## src/verilog/sra_pkg.sv

```systemverilog
// Package of constants for the status reporting aggregator.
package sra_pkg;
   localparam int unsigned REG_W         = 16;
   localparam int unsigned ESR_W         = 8;
   // Operation group bit positions.
   localparam int unsigned OP_CAL_BIT    = 0;
   localparam int unsigned OP_MEAS_BIT   = 4;
   localparam int unsigned OP_INTREF_BIT = 9;
   localparam logic [15:0] OP_USED_MASK  = 16'h0211;
   // Questionable group bit positions.
   localparam int unsigned QU_LOCK_BIT   = 6;
   localparam int unsigned QU_CALERR_BIT = 8;
   localparam int unsigned QU_MISS_BIT   = 9;
   localparam int unsigned QU_START_BIT  = 10;
   localparam int unsigned QU_SIZE_BIT   = 11;
   localparam int unsigned QU_WARN_BIT   = 14;
   localparam logic [15:0] QU_USED_MASK  = 16'h4f40;
   // Standard event register bits.
   localparam int unsigned SE_OPC_BIT    = 0;
   localparam int unsigned SE_QYE_BIT    = 2;
   localparam int unsigned SE_DDE_BIT    = 3;
   localparam int unsigned SE_EXE_BIT    = 4;
   localparam int unsigned SE_CME_BIT    = 5;
   localparam int unsigned SE_PON_BIT    = 7;
   localparam logic [7:0]  SE_USED_MASK  = 8'hbd;
   // Status byte bit positions.
   localparam int unsigned SB_QUES_BIT   = 3;
   localparam int unsigned SB_MAV_BIT    = 4;
   localparam int unsigned SB_ESB_BIT    = 5;
   localparam int unsigned SB_RQS_BIT    = 6;
   localparam int unsigned SB_OPER_BIT   = 7;
   localparam logic [7:0]  SRE_USED_MASK = 8'hbf;
   // Reference source selection codes.
   localparam logic [1:0]  REF_INTERNAL  = 2'h0;
   localparam logic [1:0]  REF_FRONT     = 2'h1;
   localparam logic [1:0]  REF_BACKPLANE = 2'h2;
   // Register selector codes for reads and writes.
   localparam logic [3:0]  SEL_OP_COND   = 4'h0;
   localparam logic [3:0]  SEL_OP_EVENT  = 4'h1;
   localparam logic [3:0]  SEL_OP_ENAB   = 4'h2;
   localparam logic [3:0]  SEL_QU_COND   = 4'h3;
   localparam logic [3:0]  SEL_QU_EVENT  = 4'h4;
   localparam logic [3:0]  SEL_QU_ENAB   = 4'h5;
   localparam logic [3:0]  SEL_SE_EVENT  = 4'h6;
   localparam logic [3:0]  SEL_SE_ENAB   = 4'h7;
   localparam logic [3:0]  SEL_SRE       = 4'h8;
   localparam logic [3:0]  SEL_STB       = 4'h9;
   // Service request line states.
   typedef enum logic [1:0] {
      SRA_SRQ_IDLE = 2'b01,
      SRA_SRQ_ASSERT = 2'b10
   } sra_srq_state_t;
endpackage

```

## src/verilog/sra_event_group.sv

```systemverilog
// One status group: condition, sticky event and enable registers with summary.
module sra_event_group #(
   parameter int unsigned                W         = 16,
   parameter logic [W-1:0]               USED_MASK = '1
) (
   // Clock and reset
   input  wire logic          clk,
   input  wire logic          rstn,
   // Status sources
   input  wire logic [W-1:0]  cond_in,
   input  wire logic [W-1:0]  event_set,
   // Register access
   input  wire logic          event_read,
   input  wire logic          clear_all,
   input  wire logic          enable_we,
   input  wire logic [W-1:0]  enable_wdata,
   // Results
   output logic      [W-1:0]  cond_out,
   output logic      [W-1:0]  event_q,
   output logic      [W-1:0]  enable_q,
   output logic               summary
);
   logic [W-1:0] cond_q;

   // Condition follows the live status; reads have no side effect.
   always_ff @(posedge clk) begin
      if (!rstn) begin
         cond_q <= '0;
      end else begin
         cond_q <= cond_in & USED_MASK;
      end
   end
   assign cond_out = cond_q;

   // A new event in the cycle of a read or clear still lands, so none is lost.
   always_ff @(posedge clk) begin
      if (!rstn) begin
         event_q <= '0;
      end else if (event_read || clear_all) begin
         event_q <= event_set & USED_MASK;
      end else begin
         event_q <= (event_q | event_set) & USED_MASK;
      end
   end

   always_ff @(posedge clk) begin
      if (!rstn) begin
         enable_q <= '0;
      end else if (enable_we) begin
         enable_q <= enable_wdata & USED_MASK;
      end
   end

   assign summary = |(event_q & enable_q);
endmodule

```

## src/verilog/sra_top.sv

```systemverilog
// Status reporting aggregator for the interval_analyzer status model.
module sra_top (
   // Clock and reset
   input  wire logic                        clk,
   input  wire logic                        rstn,
   // Live instrument status
   input  wire logic                        calibrating,
   input  wire logic                        measuring,
   input  wire logic [1:0]                  ref_source,
   input  wire logic                        ref_locked,
   input  wire logic                        output_available,
   // One-cycle event strobes
   input  wire logic                        cal_failed,
   input  wire logic                        rate_over_limit,
   input  wire logic                        start_index_over,
   input  wire logic                        size_over,
   input  wire logic                        param_ignored,
   input  wire logic                        cmd_error,
   input  wire logic                        query_error,
   input  wire logic                        device_error,
   input  wire logic                        exec_error,
   input  wire logic                        op_complete,
   input  wire logic                        power_on,
   // Register access port
   input  wire logic                        reg_rd,
   input  wire logic                        reg_wr,
   input  wire logic [3:0]                  reg_sel,
   input  wire logic [sra_pkg::REG_W-1:0]   reg_wdata,
   input  wire logic                        clear_status,
   // Answers
   output logic      [sra_pkg::REG_W-1:0]   reg_rdata,
   output logic                             error_queue_clear,
   output logic      [7:0]                  status_byte,
   output logic                             srq
);
   import sra_pkg::*;

   logic [REG_W-1:0] op_cond_in;
   logic [REG_W-1:0] op_cond;
   logic [REG_W-1:0] op_event;
   logic [REG_W-1:0] op_enab;
   logic             op_summary;
   logic [REG_W-1:0] qu_set;
   logic [REG_W-1:0] qu_cond;
   logic [REG_W-1:0] qu_event;
   logic [REG_W-1:0] qu_enab;
   logic             qu_summary;
   logic [ESR_W-1:0] se_set;
   logic [ESR_W-1:0] se_event;
   logic [ESR_W-1:0] se_enab;
   logic             se_summary;
   logic             lock_q;
   logic             lock_rise;
   logic [7:0]       sre_q;
   logic [7:0]       stb_d;
   logic             rqs;
   sra_srq_state_t   srq_q;
   logic [7:0]       stb_sum;
   logic             ref_external;
   logic             ext_locked;
   logic [REG_W-1:0] op_rise;
   logic             op_event_rd;
   logic             qu_event_rd;
   logic             se_event_rd;
   logic             op_enab_wr;
   logic             qu_enab_wr;
   logic             se_enab_wr;
   logic             sre_wr;
   logic [REG_W-1:0] rdata_d;

   // Each strobe is decoded once for the groups; the read mux decodes reg_sel on its own with the same codes.
   always_comb begin
      op_event_rd = reg_rd && (reg_sel == SEL_OP_EVENT);
      qu_event_rd = reg_rd && (reg_sel == SEL_QU_EVENT);
      se_event_rd = reg_rd && (reg_sel == SEL_SE_EVENT);
      op_enab_wr  = reg_wr && (reg_sel == SEL_OP_ENAB);
      qu_enab_wr  = reg_wr && (reg_sel == SEL_QU_ENAB);
      se_enab_wr  = reg_wr && (reg_sel == SEL_SE_ENAB);
      sre_wr      = reg_wr && (reg_sel == SEL_SRE);
   end

   // Operation conditions come straight from the live status.
   always_comb begin
      op_cond_in                = '0;
      op_cond_in[OP_CAL_BIT]    = calibrating;
      op_cond_in[OP_MEAS_BIT]   = measuring;
      op_cond_in[OP_INTREF_BIT] = (ref_source == REF_INTERNAL);
   end

   // Only the two external sources can lock; with the internal one selected the lock input is ignored.
   assign ref_external = (ref_source == REF_FRONT) || (ref_source == REF_BACKPLANE);
   assign ext_locked   = ref_locked && ref_external;

   // Lock is an edge: only the transition into phase lock of an external source is an event.
   // Swapping between the two external sources while locked is not a new lock and sets nothing.
   always_ff @(posedge clk) begin
      if (!rstn) begin
         lock_q <= 1'h0;
      end else begin
         lock_q <= ext_locked;
      end
   end
   assign lock_rise = ext_locked && !lock_q;

   // Questionable sources are pulses; a level held high sets the event again every cycle.
   always_comb begin
      qu_set                = '0;
      qu_set[QU_LOCK_BIT]   = lock_rise;
      qu_set[QU_CALERR_BIT] = cal_failed;
      qu_set[QU_MISS_BIT]   = rate_over_limit;
      qu_set[QU_START_BIT]  = start_index_over;
      qu_set[QU_SIZE_BIT]   = size_over;
      qu_set[QU_WARN_BIT]   = param_ignored;
   end

   // Bits 1 and 6 of the standard events have no source, so they stay zero.
   always_comb begin
      se_set             = '0;
      se_set[SE_OPC_BIT] = op_complete;
      se_set[SE_QYE_BIT] = query_error;
      se_set[SE_DDE_BIT] = device_error;
      se_set[SE_EXE_BIT] = exec_error;
      se_set[SE_CME_BIT] = cmd_error;
      se_set[SE_PON_BIT] = power_on;
   end

   // Operation events mark a condition going true; a condition that falls leaves its event alone.
   assign op_rise = op_cond_in & ~op_cond;

   sra_event_group #(
      .W         (REG_W),
      .USED_MASK (OP_USED_MASK)
   ) u_oper (
      .clk          (clk),
      .rstn         (rstn),
      .cond_in      (op_cond_in),
      .event_set    (op_rise),
      .event_read   (op_event_rd),
      .clear_all    (clear_status),
      .enable_we    (op_enab_wr),
      .enable_wdata (reg_wdata),
      .cond_out     (op_cond),
      .event_q      (op_event),
      .enable_q     (op_enab),
      .summary      (op_summary)
   );

   // The questionable mask excludes bit 15, so it always reads zero.
   sra_event_group #(
      .W         (REG_W),
      .USED_MASK (QU_USED_MASK)
   ) u_ques (
      .clk          (clk),
      .rstn         (rstn),
      .cond_in      (qu_set),
      .event_set    (qu_set),
      .event_read   (qu_event_rd),
      .clear_all    (clear_status),
      .enable_we    (qu_enab_wr),
      .enable_wdata (reg_wdata),
      .cond_out     (qu_cond),
      .event_q      (qu_event),
      .enable_q     (qu_enab),
      .summary      (qu_summary)
   );

   // Standard events have no condition register, so that output is left open.
   sra_event_group #(
      .W         (ESR_W),
      .USED_MASK (SE_USED_MASK)
   ) u_std (
      .clk          (clk),
      .rstn         (rstn),
      .cond_in      (se_set),
      .event_set    (se_set),
      .event_read   (se_event_rd),
      .clear_all    (clear_status),
      .enable_we    (se_enab_wr),
      .enable_wdata (reg_wdata[ESR_W-1:0]),
      .cond_out     (),
      .event_q      (se_event),
      .enable_q     (se_enab),
      .summary      (se_summary)
   );

   // Request enable; bit 6 is the request bit itself and cannot be enabled.
   always_ff @(posedge clk) begin
      if (!rstn) begin
         sre_q <= '0;
      end else if (sre_wr) begin
         sre_q <= reg_wdata[7:0] & SRE_USED_MASK;
      end
   end

   // Summaries without the request bit, so the request bit can never feed itself.
   always_comb begin
      stb_sum              = '0;
      stb_sum[SB_QUES_BIT] = qu_summary;
      stb_sum[SB_MAV_BIT]  = output_available;
      stb_sum[SB_ESB_BIT]  = se_summary;
      stb_sum[SB_OPER_BIT] = op_summary;
   end
   assign rqs = |(stb_sum & sre_q);

   always_comb begin
      stb_d             = stb_sum;
      stb_d[SB_RQS_BIT] = rqs;
   end

   // The byte and the line are registered from the same summaries, so a poll always agrees with the line.
   always_ff @(posedge clk) begin
      if (!rstn) begin
         status_byte <= '0;
      end else begin
         status_byte <= stb_d;
      end
   end

   // The line follows the enabled summaries; the host clears causes to release it.
   // A poll does not acknowledge it: the line stays up until every enabled cause is gone.
   always_ff @(posedge clk) begin
      if (!rstn) begin
         srq_q <= SRA_SRQ_IDLE;
      end else begin
         case (srq_q)
            SRA_SRQ_IDLE: begin
               if (rqs) begin
                  srq_q <= SRA_SRQ_ASSERT;
               end
            end
            SRA_SRQ_ASSERT: begin
               if (!rqs) begin
                  srq_q <= SRA_SRQ_IDLE;
               end
            end
            default: begin
               srq_q <= SRA_SRQ_IDLE;
            end
         endcase
      end
   end
   assign srq = (srq_q == SRA_SRQ_ASSERT);

   // Clearing status also empties the error queue outside this block.
   // The pulse comes one cycle after the request, in step with the event registers being emptied.
   always_ff @(posedge clk) begin
      if (!rstn) begin
         error_queue_clear <= 1'h0;
      end else begin
         error_queue_clear <= clear_status;
      end
   end

   // Read data is chosen here; condition reads have no side effect.
   // The 8-bit registers sit in the low byte and the high byte reads zero.
   always_comb begin
      rdata_d = '0;
      case (reg_sel)
         SEL_OP_COND:  rdata_d = op_cond;
         SEL_OP_EVENT: rdata_d = op_event;
         SEL_OP_ENAB:  rdata_d = op_enab;
         SEL_QU_COND:  rdata_d = qu_cond;
         SEL_QU_EVENT: rdata_d = qu_event;
         SEL_QU_ENAB:  rdata_d = qu_enab;
         SEL_SE_EVENT: rdata_d = {8'h00, se_event};
         SEL_SE_ENAB:  rdata_d = {8'h00, se_enab};
         SEL_SRE:      rdata_d = {8'h00, sre_q};
         SEL_STB:      rdata_d = {8'h00, status_byte};
         default:      rdata_d = '0;
      endcase
   end

   // The read data holds until the next read, so the host may take it late.
   always_ff @(posedge clk) begin
      if (!rstn) begin
         reg_rdata <= '0;
      end else if (reg_rd) begin
         reg_rdata <= rdata_d;
      end
   end
endmodule
```

## config.mk

```make
export PLATFORM = sky130hd
export DESIGN_NAME = sra_top
export DESIGN_NICKNAME = d
export VERILOG_FILES = /design/src/verilog/sra_pkg.sv /design/src/verilog/sra_event_group.sv /design/src/verilog/sra_top.sv
export SDC_FILE = /design/constraint.sdc
export NUM_CORES = 1
export LEC_CHECK = 0
export ABC_AREA = 1
export BUFFER_PORTS_ARGS = -buffer_cell sky130_fd_sc_hd__buf_4
export CORE_MARGIN = 3
export CORE_UTILIZATION = 60
export CTS_BUF_LIST = sky130_fd_sc_hd__clkbuf_8
export CTS_CLUSTER_SIZE = 28
export DETAILED_ROUTE_END_ITERATION = 8
export PLACE_DENSITY_LB_ADDON = 0.12
export SYNTH_ARGS = -nofsm -noshare
export SYNTH_HDL_FRONTEND = slang
export SYNTH_HIERARCHICAL = 1
export SYNTH_SLANG_ARGS = --single-unit
```

## constraint.sdc

```tcl
create_clock -name clk -period 4.15 [get_ports clk]
set_input_delay 0 -clock clk [delete_from_list [all_inputs] [get_ports clk]]
set_output_delay 0 -clock clk [all_outputs]
set_load 0.02 [all_outputs]
```

==> impl_metrics.py, run 1 <==
metrics = {
    "worst_setup_path": {
        "reg2reg_to": "srq_q[0]",
        "crit_family": "buffers and inverters",
        "critPathSlowestCell": "nor4_1",
        "cp-end-kind": "flop",
        "start_kind": "primary input",
        "reg2reg_depth": 7,
        "cp.arrival_ns": 2.07,
        "worstPathRequired_ns": 4.38,
        "r2r_setup_slack_ns": 2.87,
        "cp_cell_sequence": "dlygate4sd3_1, buf_4, clkinv_1, nor4_1, nor2_4, nand2_1, a21oi_1",
        "path_class": "in2reg",
        "cp_slowest_stage_delay_ns": 0.61,
        "path_buf_inv": 3,
        "worstSetupPathDepth": 7,
        "r2r-start": "u_std/enable_q[3]",
        "crit_fanout": 19,
    },
    "global_route": {
        "grt_pass1_wl_mm": 17.2,
        "grt-ovfl-total": 0,
        "antenna_found_initial": 0,
        "grt_pass1_vias": 3750,
        "track_usage": 0.252,
        "grt_max_degree": 41,
    },
    "route": {
        "ant_nets": 0,
        "avgRoutedWirePerCell_um": 11.6,
        "drt-total-wl_mm": 10.1,
        "drcViolationCount": 0,
        "viasPerCell": 4.71,
        "drt_first_pass_iters": 5,
        "vias": 4114,
        "drt-initial-drc-count": 282,
    },
    "floorplanning": {
        "die_h_um": 91.3,
        "start_util": 0.629,
        "core_sq_mm": 0.00694,
        "row_count": 30,
        "die_area_sq_mm": 0.00834,
        "io_pins": 68,
        "die_x_um": 91.3,
    },
    "sta": {
        "slew_headroom": 0.279,
        "max_slew.worst_pin.slew_ns": 1.08,
        "fin_crit_ns": 1.84,
        "finalSetupViolCount": 0,
        "min_period_over_period": 0.443,
        "skew_ns": 0.00775,
        "finalHoldViolCount": 0,
        "fin_ws_ns": 2.31,
        "finalSetupTns_ns": 0,
        "rsz0062_at_grt": "no",
        "max_freq_ghz": 0.544,
        "finalMaxSlewViolations": 0,
    },
    "place": {
        "gp_congestion": 0.937,
        "place_ws_ns": 2.36,
        "dp_hpwl_mm": 7.03,
        "port-buffer-count": 61,
    },
    "pwr": {
        "peakVddDrop_uv": 216,
        "power_density_mw_per_mm2": 312,
        "p_leak_nw": 2.67,
    },
    "hold_path": {
        "min_path_cells": 3,
        "hold_start": "rstn",
        "worst_hold_path.endpoint": "u_ques/cond_out[10]",
        "hold_path_class": "in2reg",
    },
    "clock_tree": {
        "holdBufCountCts": 30,
        "ctsHtreeMaxLevel": 3,
        "postCtsSetupBuffers": 0,
        "tritoncts": "done",
        "cts_buffer_depth": 2,
        "cts_root_buf": "clkbuf_8",
        "cts_buffers": 9,
        "cts_resized": 0,
        "clkLatencyLatePin_ns": 0.34,
        "clock-sinks": 71,
        "clk_pin_slew_ns": 0.08,
    },
    "logic_synthesis": {
        "syn_area_per_cell_sq_um": 6.27,
        "ys_warn_count": 6,
        "syn-cell-area_sq_mm": 0.00437,
        "synthCells": 697,
    },
    "finish": {
        "layout_common_cells": "215 x nand2_1, 77 x nand3_1, 76 x conb_1",
        "fin_nets": 816,
        "fin_util": 0.726,
        "fill_cells": 603,
        "n_antenna_cell": 0,
        "syn_to_final_growth_pct": 15.5,
        "layout_commonest_cell": "nand2_1",
        "drive_gt1_frac": 0.121,
    },
    "run_status": {
        "status": "complete, no violations",
    },
    "flow_run": {
        "maxCapViolations": 0,
    },
}
## tightest hold or removal path: cells and delay by family
kind,cells,cell delay (ns)
simple gates,1,0.10
buf+inv,2,0.26
## per-layer routing
layer,vias up,track usage,routed length (um)
li1,2154,-,-
met1,1804,0.348,4710
met2,145,0.403,4640
met3,11,0.0522,672
met4,0,0.0616,98
met5,-,0,0
## area by class of cell
| type | instances | area (sq um) | area share |
|---|---|---|---|
| Clock buffer | 10 | 138 | 0.0273 |
| Multi-Input combinational cell | 519 | 2210 | 0.438 |
| Tap cell | 96 | 120 | 0.0238 |
| Inverter | 80 | 300 | 0.0595 |
| Clock inverter | 6 | 90.1 | 0.0179 |
| Timing Repair Buffer | 92 | 766 | 0.152 |
| Sequential cell | 71 | 1420 | 0.282 |
## report_power, final
group	internal [W]	switching [W]
Combinational	0.0000872	0.000129
Clock	0.000358	0.000274
Sequential	0.000708	0.0000169
## flip-flops by register name, indices dropped and copies added, names as in the netlist
name,count
lock_q,1
u_ques/enable_q,6
sre_q,7
reg_rdata,16
u_std/enable_q,6
u_ques/cond_out,6
u_oper/cond_out,3
status_byte,5
u_std/event_q,6
u_ques/event_q,6
u_oper/enable_q,3
u_oper/event_q,3
srq_q,2
error_queue_clear,1
## metrics by stage
step	area, sq um	instances	hold WS [ns]	total power [W]
3_3_place_gp	4520	828	0.192	0.000926
6_report	5040	874	0.0562	0.00157
3_5_place_dp	4520	828	0.198	0.000929
5_1_grt	5040	874	0.0771	0.00165
4_1_cts	5040	874	0.0366	0.00158
2_1_floorplan	4640	769	0.0935	0.000913
## worst max-delay path by stage
stage / startpoint / end / slack [ns]
floorplan: reg_rd / u_ques/event_q[10] / 2.84
global placement: reg_sel[3] / sre_q[7] / 2.40
detailed placement: reg_sel[3] / sre_q[5] / 2.36
CTS: reg_rd / u_std/event_q[2] / 2.33
global route: reg_rd / u_std/event_q[2] / 2.14
finish: reg_rd / u_std/event_q[2] / 2.31
Note: power is estimated with default switching activity, not from simulation.
==> run 2: changes to the inputs <==
--- a/config.mk
+++ b/config.mk
@@ -5,10 +5,10 @@
 export SDC_FILE = /design/constraint.sdc
 export NUM_CORES = 1
 export LEC_CHECK = 0
-export ABC_AREA = 1
+export ABC_AREA = 0
 export BUFFER_PORTS_ARGS = -buffer_cell sky130_fd_sc_hd__buf_4
 export CORE_MARGIN = 3
-export CORE_UTILIZATION = 60
+export CORE_UTILIZATION = 54
 export CTS_BUF_LIST = sky130_fd_sc_hd__clkbuf_8
 export CTS_CLUSTER_SIZE = 28
 export DETAILED_ROUTE_END_ITERATION = 8
==> constraint.sdc (replaced) <==
create_clock -name clk -period 1.6 [get_ports clk]
set_input_delay 0 -clock clk [delete_from_list [all_inputs] [get_ports clk]]
set_output_delay 0 -clock clk [all_outputs]
set_load 0.02 [all_outputs]
==> impl_metrics.py, run 2 <==
metrics = {
    "run_status": {
        "status": "complete, no violations",
    },
    "pwr": {
        "p_leak_nw": 2.17,
        "power_density_mw_per_mm2": 754,
        "peakVddDrop_uv": 458,
        "finalPower_w": 0.00394,
    },
    "clock_tree": {
        "tritoncts": "done",
        "cts_resized": 0,
        "clock-sinks": 71,
        "clk_pin_slew_ns": 0.08,
        "cts_buffer_depth": 2,
        "cts_root_buf": "clkbuf_8",
        "clkLatencyLatePin_ns": 0.35,
        "cts_buffers": 9,
        "ctsHtreeMaxLevel": 3,
    },
    "sta": {
        "skew_ns": 0.0116,
        "min_period_over_period": 0.944,
        "finalSetupTns_ns": 0,
        "finalMaxSlewViolations": 0,
        "max_freq_ghz": 0.662,
        "finalSetupViolCount": 0,
        "slew_headroom": 0.424,
        "finalHoldViolCount": 0,
        "rsz0062_at_grt": "no",
        "fin_crit_ns": 1.51,
        "max_slew.worst_pin.slew_ns": 0.861,
    },
    "worst_setup_path": {
        "cp_slowest_stage_delay_ns": 0.56,
        "path_class": "in2reg",
        "critPathSlowestCell": "dlygate4sd3_1",
        "crit_family": "buffers and inverters",
        "startpoint": "reg_sel[1]",
        "r2r_setup_slack_ns": 0.10,
        "worstPathRequired_ns": 1.88,
        "cp.arrival_ns": 1.79,
        "cp_cell_sequence": "buf_4, nor4b_2, buf_4, nand3_1, dlygate4sd3_1, a21oi_1",
        "cp-end-kind": "flop",
        "r2r-start": "u_oper/event_q[0]",
        "worst_path_most_repeated_cell": "buf_4",
        "crit_fanout": 24,
        "reg2reg_depth": 4,
        "reg2reg_to": "reg_rdata[0]",
        "start_kind": "primary input",
        "path_buf_inv": 3,
    },
    "finish": {
        "drive_gt1_frac": 0.200,
        "layout_commonest_cell": "buf_4",
        "layout_common_cells": "78 x buf_4, 76 x conb_1, 71 x dfxtp_1",
        "fin_util": 0.666,
        "n_antenna_cell": 0,
        "multi_input_area_sq_mm": 0.00250,
        "seq_area_sq_mm": 0.00142,
        "regMostFlops": "reg_rdata",
        "fin_nets": 632,
        "reg.largest.list": "reg_rdata: 16 flops, sre_q: 7 flops",
        "final_area_sq_mm": 0.00523,
        "largest_reg_flops": 16,
        "fill_cells": 684,
        "syn_to_final_growth_pct": 18.0,
    },
    "logic_synthesis": {
        "synthCells": 497,
        "ys_warn_count": 6,
        "syn-cell-area_sq_mm": 0.00443,
        "syn_area_per_cell_sq_um": 8.91,
    },
    "global_route": {
        "grt-ovfl-total": 0,
        "antenna_found_initial": 0,
        "grt_pass1_vias": 3449,
        "track_usage": 0.244,
        "grt_pass1_wl_mm": 17.2,
        "grt_max_degree": 45,
    },
    "hold_path": {
        "worst_hold_path.endpoint": "reg_rdata[2]",
        "hold_path_class": "in2reg",
        "hold_start": "reg_rd",
        "min_path_cells": 3,
    },
    "floorplanning": {
        "core_sq_mm": 0.00785,
        "row_count": 32,
        "die_area_sq_mm": 0.00933,
        "start_util": 0.565,
        "die_x_um": 96.6,
        "die_h_um": 96.6,
        "io_pins": 68,
    },
    "place": {
        "port-buffer-count": 61,
        "gp_congestion": 0.868,
        "placed_cell_area_sq_mm": 0.00471,
        "dp_hpwl_mm": 7.79,
    },
    "route": {
        "m1WireLength_mm": 4.98,
        "avgRoutedWirePerCell_um": 15.7,
        "wl_met2_mm": 5.12,
        "drt-total-wl_mm": 10.9,
        "ant_nets": 0,
        "vias": 3710,
        "top_layer": "met4",
        "drcViolationCount": 0,
        "drt-initial-drc-count": 269,
        "drt_first_pass_iters": 5,
        "viasPerCell": 5.33,
        "met3_length_um": 642,
    },
    "flow_run": {
        "maxCapViolations": 0,
    },
}
[run 2: tightest hold or removal path: cells and delay by family]
family                 cells  cell delay [ns]
buffers and inverters      1             0.16
and+or+nand+nor            1             0.11
AOI/OAI and AO/OA          1             0.05
[run 2: through the flow]
stage	std cells	hold slack, ns	setup slack, ns
final	696	0.00789	0.0897
after global placement	647	0.208	0.136
after detailed placement	647	0.213	0.0951
after CTS	696	0.00550	0.0994
after global routing	696	0.0101	0.0206
after floorplan	569	0.122	0.173
[run 2: repair_timing]
| item | CTS | global route |
|---|---|---|
| endpoints found under the hold margin | 45 | 0 |
| buffers inserted | 0 | 0 |
| hold buffers | 33 | 0 |
[run 2: layout make-up]
type / count / share of cell area
Multi-Input combinational cell: 384 / 0.478
Sequential cell: 71 / 0.272
Timing Repair Buffer: 113 / 0.183
Tap cell: 102 / 0.0244
Clock buffer: 9 / 0.0237
Clock inverter: 7 / 0.0127
Inverter: 10 / 0.00718
[run 2: layer usage]
metal | vias to the layer above | track usage
li1 | 1803 | -
met1 | 1761 | 0.338
met2 | 128 | 0.384
met3 | 18 | 0.0418
met4 | 0 | 0.0818
met5 | - | 0
[run 2: where the power goes]
group / internal, W / switching [W]
combinational: 0.000330 / 0.000332
sequential: 0.00183 / 0.0000434
clock: 0.000708 / 0.000700
total: 0.00287 / 0.00108
[run 2: worst max path at each step]
stage / end / slack, ns / depth (start not counted)
2_1_floorplan: reg_rdata[0] / 0.17 / 4
3_3_place_gp: reg_rdata[0] / 0.14 / 4
3_5_place_dp: reg_rdata[0] / 0.1 / 4
4_1_cts: reg_rdata[0] / 0.1 / 4
5_1_grt: sre_q[7] / 0.02 / 6
6_report: sre_q[2] / 0.09 / 6
